`src/rtl/tcc_pkg.sv`:
```
// Package: register map, field positions, reset values and types for the timer control block
package tcc_pkg;
	// ==================================================
	// Register offsets
	localparam logic [4:0] OFS_SHARED_CONTROL_B_STATE_CLR = 5'h04;
	localparam logic [4:0] OFS_SHARED_CONTROL_B_STATE_SET = 5'h05;
	localparam logic [4:0] OFS_CHAN_CTRL = 5'h06;
	localparam logic [4:0] OFS_DEBUG_CTRL = 5'h08;
	localparam logic [4:0] OFS_EVENT_LO = 5'h0A;
	localparam logic [4:0] OFS_EVENT_HI = 5'h0B;
	localparam logic [4:0] OFS_ENABLE_CTRL = 5'h10;
	localparam logic [4:0] OFS_STATUS = 5'h11;
	localparam logic [4:0] OFS_PROTECT = 5'h12;
	// ==================================================
	// Field positions
	localparam int BIT_DIR = 0;
	localparam int BIT_SINGLE = 2;
	localparam int BIT_CMD_LO = 6;
	localparam int BIT_CAPT0 = 4;
	localparam int BIT_INV0 = 0;
	localparam int BIT_RUN_WHILE_DEBUG_HALTED = 0;
	localparam int BIT_ENABLE = 1;
	localparam int BIT_SWRESET = 0;
	// ==================================================
	// Reset values
	localparam logic [7:0] RST_BYTE = 8'h00;
	localparam logic [15:0] RST_EVENT = 16'h0000;
	localparam logic [15:0] RST_COUNT = 16'h0000;
	localparam logic [15:0] MAX_COUNT = 16'hFFFF;
	// Command encodings
	typedef enum logic [1:0] {
		CMD_NONE = 2'h0,
		CMD_RETRIGGER = 2'h1,
		CMD_STOP = 2'h2,
		CMD_RESERVED = 2'h3
	} tcc_cmd_t;
	// Register bus request
	typedef struct packed {
		logic [4:0] addr;
		logic [7:0] wdata;
		logic wr;
		logic rd;
	} tcc_bus_t;
	// Shared control-B state
	typedef struct packed {
		logic [1:0] cmd;
		logic single;
		logic down;
	} tcc_shared_control_b_state_t;
endpackage

```
`src/rtl/tcc_timer_ctrl.sv`:
```
// Timer control: control-B set/clear views, channel control, debug control, event control, small counter
//
// The implementer's own choice: the plain strobed port.
`timescale 1ns/10ps
// How it works
// - Set view writes ones into control-B
// - Set and clear views share one state
// - Command runs on next prescaled tick
// - Executed command reads back as zero, unless a set-view command applies in the same cycle
// - Zero command write changes nothing
// - One retriggers, two stops, three reserved
// - Set-view one makes command pending
// - Set-view one enables single-run
// - Single-run stops after next wrap
// - Set-view zeros leave bits unchanged
// - Set-view direction one counts down
// - Direction zero up, one down
// - Capture-enable selects capture or compare
// - Inversion bit inverts waveform output
// - Debug halt stops counter unless run
// - Debug-run survives software reset
// - Synchronized, write-protected control registers
// - Event control writable only when disabled
// - Clear-view one cancels pending command
// - Clear-view direction one counts up
module tcc_timer_ctrl #(
	parameter int CNT_WIDTH = 16,
	parameter int PRESCALE = 4,
	parameter int SYNC_DELAY = 2
) (
	input wire logic clk,
	input wire logic rst,
	input wire tcc_pkg::tcc_bus_t bus,
	output logic [7:0] rdata,
	input wire logic debugHalt,
	input wire logic [1:0] captureEvent,
	output logic [1:0] waveOut,
	output logic [1:0] captureMode,
	output logic [CNT_WIDTH-1:0] count,
	output logic running,
	output logic syncBusy
);
	// ==================================================
	// Bus decode
	logic wrEn;
	logic protectOn;
	logic enable;
	logic swReset;
	tcc_pkg::tcc_shared_control_b_state_t shared_control_b_state;
	logic [1:0] captEn;
	logic [1:0] invEn;
	logic run_while_debug_halted;
	logic [15:0] event_control;
	logic [7:0] pendData;
	logic [4:0] pendAddr;
	logic [3:0] syncCnt;
	logic tick;
	logic [7:0] preCnt;
	logic cmdDone;
	logic wrapped;
	logic [CNT_WIDTH-1:0] cc0;
	logic [CNT_WIDTH-1:0] cc1;
	logic [1:0] waveRaw;
	logic [1:0] debugSync1;
	logic debugSync2;
	logic [1:0] captSync1;
	logic [1:0] captSync2;
	logic [1:0] captPrev;
	logic counterActive;

	// Write protection gates all register writes except those to the protection register
	assign wrEn = bus.wr && !protectOn;

	// ==================================================
	// Input synchronisers (debug halt and capture pins)
	always_ff @(posedge clk) begin
		if (rst) begin
			debugSync1 <= 2'h0;
			captSync1 <= 2'h0;
			debugSync2 <= 1'b0;
			captSync2 <= 2'h0;
		end else begin
			debugSync1 <= {1'b0, debugHalt};
			captSync1 <= captureEvent;
			debugSync2 <= debugSync1[0];
			captSync2 <= captSync1;
		end
	end

	// ==================================================
	// Protection register: once set, blocks writes until a write of zero or reset
	always_ff @(posedge clk) begin
		if (rst) begin
			protectOn <= 1'b0;
		end else if (bus.wr && bus.addr == tcc_pkg::OFS_PROTECT) begin
			protectOn <= bus.wdata[0];
		end
	end

	// ==================================================
	// Enable and software reset
	always_ff @(posedge clk) begin
		if (rst || swReset) begin
			enable <= 1'b0;
		end else if (wrEn && bus.addr == tcc_pkg::OFS_ENABLE_CTRL) begin
			enable <= bus.wdata[tcc_pkg::BIT_ENABLE];
		end
	end

	// Software reset pulse
	always_ff @(posedge clk) begin
		if (rst) begin
			swReset <= 1'b0;
		end else begin
			swReset <= wrEn && bus.addr == tcc_pkg::OFS_ENABLE_CTRL && bus.wdata[tcc_pkg::BIT_SWRESET];
		end
	end

	// ==================================================
	// Debug control: software reset leaves it alone
	always_ff @(posedge clk) begin
		if (rst) begin
			run_while_debug_halted <= 1'b0;
		end else if (wrEn && bus.addr == tcc_pkg::OFS_DEBUG_CTRL) begin
			run_while_debug_halted <= bus.wdata[tcc_pkg::BIT_RUN_WHILE_DEBUG_HALTED];
		end
	end

	// ==================================================
	// Event control: writes refused while enabled
	always_ff @(posedge clk) begin
		if (rst || swReset) begin
			event_control <= tcc_pkg::RST_EVENT;
		end else if (wrEn && !enable && bus.addr == tcc_pkg::OFS_EVENT_LO) begin
			event_control[7:0] <= bus.wdata;
		end else if (wrEn && !enable && bus.addr == tcc_pkg::OFS_EVENT_HI) begin
			event_control[15:8] <= bus.wdata;
		end
	end

	// ==================================================
	// Synchronised writes: held then applied after a delay
	always_ff @(posedge clk) begin
		if (rst || swReset) begin
			syncCnt <= 4'h0;
			pendAddr <= 5'h00;
			pendData <= tcc_pkg::RST_BYTE;
		end else if (syncCnt != 4'h0) begin
			syncCnt <= syncCnt - 4'h1;
		end else if (wrEn && (bus.addr == tcc_pkg::OFS_SHARED_CONTROL_B_STATE_CLR || bus.addr == tcc_pkg::OFS_SHARED_CONTROL_B_STATE_SET
			|| bus.addr == tcc_pkg::OFS_CHAN_CTRL)) begin
			syncCnt <= 4'(SYNC_DELAY);
			pendAddr <= bus.addr;
			pendData <= bus.wdata;
		end
	end
	assign syncBusy = syncCnt != 4'h0;

	// Apply strobe when the crossing delay runs out
	logic applyNow;
	assign applyNow = syncCnt == 4'h1;

	// ==================================================
	// Shared control-B state
	always_ff @(posedge clk) begin
		if (rst || swReset) begin
			shared_control_b_state <= '0;
		end else begin
			if (applyNow && pendAddr == tcc_pkg::OFS_SHARED_CONTROL_B_STATE_SET) begin
				// Set view ORs ones in; zeros keep bits
				shared_control_b_state.down <= shared_control_b_state.down | pendData[tcc_pkg::BIT_DIR];
				shared_control_b_state.single <= shared_control_b_state.single | pendData[tcc_pkg::BIT_SINGLE];
				if (pendData[7:6] != 2'h0) begin
					shared_control_b_state.cmd <= shared_control_b_state.cmd | pendData[7:6];
				end else if (cmdDone) begin
					// No new command: the executed one still retires
					shared_control_b_state.cmd <= 2'h0;
				end
			end else if (applyNow && pendAddr == tcc_pkg::OFS_SHARED_CONTROL_B_STATE_CLR) begin
				shared_control_b_state.down <= shared_control_b_state.down & ~pendData[tcc_pkg::BIT_DIR];
				shared_control_b_state.single <= shared_control_b_state.single & ~pendData[tcc_pkg::BIT_SINGLE];
				if (pendData[7:6] != 2'h0) begin
					shared_control_b_state.cmd <= 2'h0;
				end else if (cmdDone) begin
					// Executed command retires even under a clear-view write
					shared_control_b_state.cmd <= 2'h0;
				end
			end else if (cmdDone) begin
				shared_control_b_state.cmd <= 2'h0;
			end
			if (wrapped && shared_control_b_state.single) begin
				shared_control_b_state.single <= shared_control_b_state.single;
			end
		end
	end

	// ==================================================
	// Channel control
	always_ff @(posedge clk) begin
		if (rst || swReset) begin
			captEn <= 2'h0;
			invEn <= 2'h0;
		end else if (applyNow && pendAddr == tcc_pkg::OFS_CHAN_CTRL) begin
			captEn <= pendData[tcc_pkg::BIT_CAPT0 +: 2];
			invEn <= pendData[tcc_pkg::BIT_INV0 +: 2];
		end
	end

	// ==================================================
	// Prescaler: one-cycle tick pulse, stalled while disabled or during debug halt unless run-while-debug is set
	assign counterActive = enable && (run_while_debug_halted || !debugSync2);
	always_ff @(posedge clk) begin
		if (rst || swReset) begin
			preCnt <= 8'h00;
			tick <= 1'b0;
		end else if (!counterActive) begin
			tick <= 1'b0;
		end else if (preCnt == 8'(PRESCALE - 1)) begin
			preCnt <= 8'h00;
			tick <= 1'b1;
		end else begin
			preCnt <= preCnt + 8'h01;
			tick <= 1'b0;
		end
	end

	// Command retires on the prescaled tick
	assign cmdDone = tick && shared_control_b_state.cmd != 2'h0;

	// Wrap detection on the current count and direction
	assign wrapped = tick && running &&
		(shared_control_b_state.down ? count == tcc_pkg::RST_COUNT[CNT_WIDTH-1:0] : count == tcc_pkg::MAX_COUNT[CNT_WIDTH-1:0]);

	// ==================================================
	// Counter
	always_ff @(posedge clk) begin
		if (rst || swReset) begin
			count <= tcc_pkg::RST_COUNT[CNT_WIDTH-1:0];
			running <= 1'b0;
		end else if (!enable) begin
			running <= 1'b0;
		end else if (tick) begin
			if (shared_control_b_state.cmd == tcc_pkg::CMD_RETRIGGER) begin
				running <= 1'b1;
				count <= shared_control_b_state.down ? tcc_pkg::MAX_COUNT[CNT_WIDTH-1:0] : tcc_pkg::RST_COUNT[CNT_WIDTH-1:0];
			end else if (shared_control_b_state.cmd == tcc_pkg::CMD_STOP) begin
				running <= 1'b0;
			end else if (running) begin
				count <= shared_control_b_state.down ? count - 1'b1 : count + 1'b1;
				if (wrapped && shared_control_b_state.single) begin
					running <= 1'b0;
				end
			end
		end
	end

	// Registered copy of enable, read back in the status register
	logic enablePrev;
	always_ff @(posedge clk) begin
		if (rst) begin
			enablePrev <= 1'b0;
		end else begin
			enablePrev <= enable;
		end
	end

	// ==================================================
	// Channels: capture latches count, compare drives waveform
	always_ff @(posedge clk) begin
		if (rst || swReset) begin
			cc0 <= '0;
			cc1 <= '0;
			captPrev <= 2'h0;
			waveRaw <= 2'h0;
		end else begin
			captPrev <= captSync2;
			if (captEn[0] && captSync2[0] && !captPrev[0]) begin
				cc0 <= count;
			end
			if (captEn[1] && captSync2[1] && !captPrev[1]) begin
				cc1 <= count;
			end
			if (!captEn[0] && tick && running && count == cc0) begin
				waveRaw[0] <= !waveRaw[0];
			end
			if (!captEn[1] && tick && running && count == cc1) begin
				waveRaw[1] <= !waveRaw[1];
			end
		end
	end

	// Output inversion per channel
	always_ff @(posedge clk) begin
		if (rst) begin
			waveOut <= 2'h0;
		end else begin
			waveOut <= waveRaw ^ invEn;
		end
	end
	assign captureMode = captEn;

	// ==================================================
	// Read data, one cycle after the read strobe
	always_ff @(posedge clk) begin
		if (rst) begin
			rdata <= 8'h00;
		end else if (bus.rd) begin
			case (bus.addr)
				tcc_pkg::OFS_SHARED_CONTROL_B_STATE_CLR, tcc_pkg::OFS_SHARED_CONTROL_B_STATE_SET: rdata <= {shared_control_b_state.cmd, 3'h0, shared_control_b_state.single, 1'b0, shared_control_b_state.down};
				tcc_pkg::OFS_CHAN_CTRL: rdata <= {2'h0, captEn, 2'h0, invEn};
				tcc_pkg::OFS_DEBUG_CTRL: rdata <= {7'h00, run_while_debug_halted};
				tcc_pkg::OFS_EVENT_LO: rdata <= event_control[7:0];
				tcc_pkg::OFS_EVENT_HI: rdata <= event_control[15:8];
				tcc_pkg::OFS_ENABLE_CTRL: rdata <= {6'h00, enable, 1'b0};
				tcc_pkg::OFS_STATUS: rdata <= {5'h00, enablePrev, syncBusy, running};
				tcc_pkg::OFS_PROTECT: rdata <= {7'h00, protectOn};
				default: rdata <= 8'h00;
			endcase
		end else begin
			rdata <= 8'h00;
		end
	end
endmodule // tcc_timer_ctrl
```
`config.mk`:
```
export PLATFORM = sky130hd
export DESIGN_NAME = tcc_timer_ctrl
export DESIGN_NICKNAME = d
export VERILOG_FILES = /design/src/rtl/tcc_pkg.sv /design/src/rtl/tcc_timer_ctrl.sv
export SDC_FILE = /design/constraint.sdc
export NUM_CORES = 1
export LEC_CHECK = 0
export ABC_AREA = 1
export BUFFER_PORTS_ARGS = -buffer_cell sky130_fd_sc_hd__clkbuf_2
export CAP_MARGIN = 15
export CORE_UTILIZATION = 54
export CTS_CLUSTER_SIZE = 28
export DETAILED_ROUTE_END_ITERATION = 10
export PLACE_DENSITY = 0.76
export SKIP_LAST_GASP = 1
export SYNTH_ARGS = -nofsm -noshare
export SYNTH_HDL_FRONTEND = slang
export SYNTH_SLANG_ARGS = --single-unit
```
`constraint.sdc`:
```
create_clock -name clk -period 1.7 [get_ports clk]
set_clock_uncertainty 0.1 [all_clocks]
set_input_delay 0.255 -clock clk [delete_from_list [all_inputs] [get_ports clk]]
set_output_delay 0.255 -clock clk [all_outputs]
set_load 0.03 [all_outputs]
```
Word level (Yosys, flattened, before mapping)
Index checks and enable logic that the tools add are counted.

Register bits after elaboration: 124. Bits of input ports: 20. Output and inout bits: 30. Word-level logic and storage cells: 144.

Add/subtract/negate cells: 4. Equal/unequal tests: 20. Muxes and demuxes: 21. Bitwise gates (word level): 14. Reduce and logical (&&, ||, !) cells: 55.

Operators by type and width (number): $mux 16 (5); $pmux 8 s8 (1); $eq 16x16->1 (2); $eq 5x3->1 const B (6); $logic_and 1x1->1 (27); $add 16x1->16 const B (1); $eq 16x16->1 const B (1); $logic_not 16->1 (1); $sub 16x1->16 const B (1); $eq 5x4->1 const B (3); $eq 5x5->1 const B (3); $mux 4 (3); $mux 2 (5); $reduce_bool 2->1 (5); $logic_not 1->1 (9); $add 8x1->8 const B (1); $eq 8x2->1 const B (1); $mux 8 (1); $not 1->1 (8); $reduce_or 2->1 (4); $mux 1 (6); $reduce_and 2->1 (3); $eq 4x1->1 const B (1); $logic_or 1x1->1 (4); other kinds (10) (12).

Depth between registers and ports, before layout
Gate-level depths: netlist of the first run.

Word-level depth: 8. Depth in mapped cells: 11. Depth with buffers taken out: 11.

Worst setup path after synthesis of the first run
Ideal clock, no wire load.

Kind: register to register. From: reg (tool-made name). To: reg count[3]. Library setup time: 0.120 ns. Arrival time: 1.694 ns. Required time: 1.480 ns. Slack: -0.215 ns. Stages on the path, launching flop included: 7. Buffers on the path: 0. Clock period less this slack: 1.915 ns. Path through: dfxtp_1 ha_1 or2_1 and2_1 or2_0 nand3_1 a21oi_1.

RTL lines: end signal, assigned (RTL line tcc_timer_ctrl.sv:238) `count <= tcc_pkg::RST_COUNT[CNT_WIDTH-1:0];`; end signal, assigned (RTL line tcc_timer_ctrl.sv:245) `count <= shared_control_b_state.down ? tcc_pkg::MAX_COUNT[CNT_WIDTH-1:0] : tcc_pkg::RST_COUNT[CNT_WIDTH-1:0];`; end signal, assigned (RTL line tcc_timer_ctrl.sv:249) `count <= shared_control_b_state.down ? count - 1'b1 : count + 1'b1;`; end, declared (RTL line tcc_timer_ctrl.sv:39) `output logic [CNT_WIDTH-1:0] count,`.

==> metrics.cfg, run 1 <==
[yosys]
muxShareOfSynthArea_pct = 0
synth.distinct_cells = 44
synth_area_mm2 = 0.006206
yosysTopAreaCell = dfxtp_1
synth_compound_area_share_pct = 14.66
synth_top_area_share_pct = 39.68
synth_top_family_by_area = simple AND/OR/NAND/NOR gates
synth_adder_area_share_pct = 3.750
syn_nets = 930
synth.area.top_cells = dfxtp_1, nand2_1, nor2_1, inv_1, o21ai_0
synth.avg_cell_area_um2 = 6.957
yosysSeqAreaShare_pct = 39.68
ys_seq_elements = 123
yosysWarnings = 0
synth-xor-area-share_pct = 3.669
yosys.area_share.simple_pct = 28.83
syn-instance-count = 892

[sta]
setup_ws_ps = -164.5
slew_violations = 0
slew_headroom_pct = 66.67
post-route-min-period_ps = 1865
worst_pin_slew_ps = 499.4
fin_setup_tns_ps = -881.6
finalCritPeriodShare_pct = 109.7
timing.fmax_mhz = 536.3
hold_viol = 0
setup_viol = 12
rsz0062_at_grt = true

[power_and_ir_drop]
power_per_cell_area_mw_per_mm2 = 905.6
p_sw_share_pct = 23.33
vdd_drop_max_mv = 1.045
internal_power_mw = 5.581
clockPowerShare_pct = 50.0
p_leak_nw = 3.661
comb_power_share_pct = 8.3
p_sw_mw = 1.698
seqPwrFrac_pct = 41.7

[global_route]
grt.total_usage_pct = 28.62
grt_max_degree = 42
grt_overflow = 0
grt_pass1_wl_um = 26080
grt_pass1_vias = 5613
antenna_found_initial = 0

[detailed_routing]
drt_iter0_markers = 409
vias_per_cell = 5.368
drt_first_pass_iters = 6
drtAntennaViolNets = 0
wl_per_cell_um = 14.58
drc_errors = 0
vias = 6109
routed_wl_um = 16590

[clock_network]
clk_pin_slew_ps = 50
clock_sinks = 123
htree_levels = 4
numCtsBuffers = 17
clk_latency_ps = 410
cts_tree = yes
cts-root-buf = clkbuf_16
clockBufferDepth = 2

[placement]
dp.cells = 1096
port_buffers = 49
dp_hpwl_um = 10930
finalWeightedCongestion = 0.9410

[final_layout]
diodes = 0
stdcell_count = 1138
syn_to_final_growth_pct = 29.52
utilization_pct = 72.87
drive_above_1_share_pct = 25.25
fin_nets = 1026

[floorplan]
fp-row-count = 38
die_y_um = 109.2
initial_core_util_pct = 56.26
io_pins = 50
core_mm2 = 0.01103
die_area_mm2 = 0.01193
die-width_um = 109.2

[critical_path]
cpPeakStageDelay_ps = 410
cp.arrival_ps = 2120
cp-start-kind = flop
worst_path_max_delay_cell = dfxtp_4
end_kind = flop
worstRegToRegCells = 10
crit_type = flop to flop
cp_cell_sequence = buf_12, ha_4, buf_4, a21oi_1, nand2_1, a21oi_2, nand2_2, nand2_2, nand3_2, a21oi_2
cp.required_ps = 1950
cp_max_fo = 7

[outcome]
outcome = complete, but fails checks
failed_checks = setup timing

[worst_hold_path]
worstHoldPathCells = 3
hold_path.class = input pin to flop

[flow_run]
drv_cap = 0

==> power by group through the flow <==
stage | clock network [mW] | logic (mW) | registers (mW)
2_1_floorplan | 0 | 0.332 | 3.05
3_3_place_gp | 0 | 0.453 | 3.06
3_5_place_dp | 0 | 0.473 | 3.06
4_1_cts | 3.68 | 0.531 | 3.01
5_1_grt | 3.80 | 0.660 | 3.04
6_report | 3.64 | 0.605 | 3.03
==> worst max-delay path: cells and delay by family, from the launching register on <==
family          cells  cell delay, ps
buf+inv             2             290
flops               1             410
compound gates      3             440
fa+ha+maj           1             220
simple gates        4             350
==> Yosys cell counts (all sizes together) <==
master and count:
nand2 166, nor2 139, dfxtp 123, inv 120, o21ai 89, a21oi 70
nand3 46, xnor2 22, clkbuf 20, ha 17, nor3 17, nand4 15
buf 9, or2 9, nand3b 5, a221oi 4, a31oi 4, xor2 4
and2 3, o211ai 3, nor3b 2, a41oi 1, and3 1, fa 1
nor4 1, o21a 1
==> kinds of logic (layout without fill, tap and decap cells) <==
kind of cell | count (synthesis) | count (layout)
compound gates | 172 | 172
xor+xnor | 26 | 26
fa+ha+maj | 18 | 18
buf+inv | 149 | 255
flops | 123 | 123
simple gates | 404 | 404
==> final cells by class <==
class,count,area (µm²)
multi-input combinational,620,3585
fill,862,2993
sequential,123,2477
timing repair buffer,106,753.2
clock buffer,22,474.2
inverter,120,456.7
tap,140,175.2
clock inverter,7,116.4
==> per-layer routing <==
metal	GRT usage [%]	up-vias	wire (µm)
li1	-	3076	-
met1	33.25	2772	6860
met2	51.44	216	8246
met3	6.336	45	987
met4	10.00	0	493
met5	0	-	0
==> sequential cells by signal, summed over array words and instances, names as in the netlist, 4 cells and up, named ones only <==
register / cells
count: 16
syncCnt: 4
rdata: 8
preCnt: 8
pendData: 7
cc0: 16
pendAddr: 5
event_control: 16
cc1: 16
==> final timing paths <==
check	start	to	slack, ps
hold / removal	bus[6]	event_control[12]$_SDFFE_PP0P_	20
setup / recovery	flop	count[14]$_SDFFE_PP0P_	-160
setup reg to reg	flop	count[14]$_SDFFE_PP0P_	-160
hold reg to reg	captSync1[1]$_SDFF_PP0_	captSync2[1]$_SDFF_PP0_	310
==> per-stage QoR <==
| stage | hold slack [ps] | worst slack, ps | area (µm²) | total power, mW |
|---|---|---|---|---|
| after detailed placement | 300.4 | -182.3 | 6855 | 3.538 |
| after CTS | 1.407 | -97.63 | 7792 | 7.220 |
| after global routing | 11.04 | -225.5 | 8038 | 7.496 |
| after global placement | 300.6 | -114.3 | 6855 | 3.512 |
| final | 17.67 | -164.5 | 8038 | 7.279 |
| after floorplan | 262.0 | 6.191 | 6218 | 3.382 |
==> cells in the final DEF (no fill, tap or decap), types with 4 or more instances in the layout <==
cell,n
clkbuf_16,17
nand2_2,23
or2_2,6
nor2_2,5
inv_1,100
buf_6,4
buf_12,4
o21ai_0,79
ha_4,13
xnor2_1,22
inv_2,18
nor2_1,126
a31oi_1,4
buf_4,45
nand2_1,138
nand2_4,5
xor2_1,4
dlygate4sd3_1,5
a21oi_1,61
nand3b_1,5
dfxtp_1,113
nand3_2,8
clkbuf_2,48
nor2_4,7
a21oi_2,9
nor3_1,11
nand4_1,14
nor3_4,4
o21ai_1,8
nand3_1,36
dfxtp_2,9
==> what timing repair did <==
item,CTS,global route
buffers inserted,5,3
pin swaps,13,21
hold buffers,5,0
resized for setup,40,66
endpoints found under the hold margin,6,0
setup endpoints to repair,14,28
(Power assumes the default switching activity.)
==> inputs of run 2 (changes only) <==
CORE_UTILIZATION = 55   (was 54)
PLACE_DENSITY = 0.74   (was 0.76)
clock period = 2.36 ns   (was 1.7 ns; I/O delays follow)
==> metrics.cfg, run 2 (same netlist as run 1, synthesis figures left out) <==
[clock_network]
clk_latency_ps = 420  ; was 410 ps
clock_sinks = 123  ; unchanged
cts_resized = 0  ; was 40
cts-root-buf = clkbuf_16  ; unchanged
cts_setup_buffers = 0  ; was 5
htree_levels = 4  ; unchanged
clk_pin_slew_ps = 50  ; about the same
cts_tree = yes  ; unchanged
numCtsBuffers = 17  ; unchanged
ctsHoldBuffers = 0  ; was 5
clockBufferDepth = 2  ; unchanged

[final_layout]
syn_to_final_growth_pct = 16.79  ; was 29.52%
fin_nets = 985  ; was 1026
final_common_cell = nand2_1  ; unchanged
utilization_pct = 66.28  ; was 72.87%
drive_above_1_share_pct = 13.65  ; was 25.25%
stdcell_count = 1100  ; was 1138
fillerInstances = 984  ; was 862
fin_area_mm2 = 0.007248  ; was 0.008038 mm²
mostFrequentLayoutCells = nand2_1, nor2_1, dfxtp_1, inv_1, o21ai_0  ; unchanged
diodes = 0  ; unchanged

[sta]
timing.fmax_mhz = 490.9
post-route-min-period_ps = 2037
setup_viol = 0  ; was 12
slew_headroom_pct = 65.98  ; was 66.67%
worst_pin_slew_ps = 509.7  ; was 499.4 ps
finalCritPeriodShare_pct = 86.33
hold_viol = 0  ; unchanged
fin_setup_tns_ps = 0  ; was -881.6 ps
rsz0062_at_grt = false  ; was true
slew_violations = 0  ; unchanged
hold_ws_ps = 26.18  ; was 17.67 ps
setup_ws_ps = 322.7  ; was -164.5 ps

[detailed_routing]
drt_first_pass_iters = 5  ; was 6
routed_wl_um = 14670  ; was 16590 µm
drt_iter0_markers = 353  ; was 409
wl_per_cell_um = 13.34  ; was 14.58 µm
vias = 5752  ; was 6109
vias_per_cell = 5.229  ; was 5.368
drc_errors = 0  ; unchanged
drtAntennaViolNets = 0  ; unchanged

[worst_hold_path]
worstHoldPathCells = 3  ; unchanged
holdPathEnd = debugSync1[0]$_SDFF_PP0_  ; was event_control[12]$_SDFFE_PP0P_
hold_path.class = input pin to flop  ; unchanged
worstHoldStart = debugHalt  ; was bus[6]

[critical_path]
cp.arrival_ps = 1580  ; was 2120 ps
cp_cell_sequence = inv_1, ha_1, nand2_1, clkbuf_2  ; was buf_12, ha_4, buf_4, a21oi_1, nand2_1, a21oi_2, nand2_2, nand2_2, nand3_2, a21oi_2
crit_type = flop to output pin  ; was flop to flop
reg2reg_to = count[12]$_SDFFE_PP0P_  ; was count[14]$_SDFFE_PP0P_
worst_path_max_delay_cell = dfxtp_1  ; was dfxtp_4
cp.required_ps = 1910  ; was 1950 ps
cpPeakStageDelay_ps = 360  ; was 410 ps
path_delay_family = flip-flops  ; was compound AO/OA/AOI/OAI gates
cp_max_fo = 5  ; was 7
end_kind = output pin  ; was flop
r2r_slack_ps = 390  ; was -160 ps
path_buf_inv = 2  ; unchanged
worstRegToRegCells = 11  ; was 10
cp-start-kind = flop  ; unchanged

[floorplan]
initial_core_util_pct = 56.75  ; was 56.26%
die_area_mm2 = 0.01171  ; was 0.01193 mm²
die-width_um = 108.2  ; was 109.2 µm
core_mm2 = 0.01094  ; was 0.01103 mm²
fp-row-count = 38  ; unchanged
io_pins = 50  ; unchanged
die_y_um = 108.2  ; was 109.2 µm

[placement]
dpl-instance-area_mm2 = 0.006620  ; was 0.006855 mm²
dp_hpwl_um = 10420  ; was 10930 µm
finalWeightedCongestion = 0.9536  ; was 0.9410
port_buffers = 49  ; unchanged
dp.cells = 1068  ; was 1096
place_ws_ps = 431.0  ; was -182.3 ps

[global_route]
antenna_found_initial = 0  ; unchanged
grt_overflow = 0  ; unchanged
grt.total_usage_pct = 26.83  ; was 28.62%
grt_pass1_wl_um = 24380  ; was 26080 µm
grt_max_degree = 39  ; was 42
grt_pass1_vias = 5299  ; was 5613

[power_and_ir_drop]
vdd_drop_max_mv = 0.6466  ; was 1.045 mV
p_leak_nw = 3.362  ; was 3.661 nW
power_per_cell_area_mw_per_mm2 = 724.6  ; was 905.6 mW/mm²
power_mw = 5.252  ; was 7.279 mW

[outcome]
outcome = completed  ; was complete, but fails checks

[flow_run]
drv_cap = 0  ; unchanged

## run 2: cell count changes in the layout (fill, tap and decap cells not counted), moves of 10 or more
| cell | delta |
|---|---|
| buf_4 | -29 |
| dfxtp_1 | +10 |
| ha_1 | +14 |
| ha_4 | -13 |
| nand2_1 | +25 |
| nand2_2 | -21 |
## run 2: worst max path at each step
stage                            startpoint                     end  slack, ps  depth (start not counted)
detailed placement                     flop   count[9]$_SDFFE_PP0P_        430                         10
global route                           flop  count[14]$_SDFFE_PP0P_        190                         10
floorplan                              flop   count[3]$_SDFFE_PP0P_        450                          6
CTS                 syncCnt[0]$_SDFFE_PP0P_                syncBusy        300                          4
finish              syncCnt[0]$_SDFFE_PP0P_                syncBusy        320                          4
global placement                       flop  count[12]$_SDFFE_PP0P_        460                         11
## run 2: layer usage
metal | routed length [µm] | track usage, % | vias to the layer above | share of wire (%)
met4 | 352 | 11.35 | 0 | 2.4
met1 | 6579 | 32.68 | 2567 | 45
met2 | 7029 | 44.68 | 162 | 48
li1 | - | - | 2993 | -
met5 | 0 | 0 | - | 0
met3 | 713 | 6.932 | 30 | 4.9
## run 2: power breakdown
part | switching (mW) | internal [mW]
sequential | 0.0393 | 2.13
combinational | 0.221 | 0.107
clock | 0.934 | 1.83
## run 2: worst min-delay path: cells and delay by family
kind          cells  cell delay, ps
simple gates      1              30
buf+inv           2             120
## run 2: area by class of cell
class	instances	area [µm²]	area share, %
Clock buffer	22	464.2	6.404
Clock inverter	10	163.9	2.261
Inverter	120	450.4	6.214
Multi-Input combinational cell	620	3167	43.69
Sequential cell	123	2462	33.97
Tap cell	140	175.2	2.417
Timing Repair Buffer	65	365.4	5.041
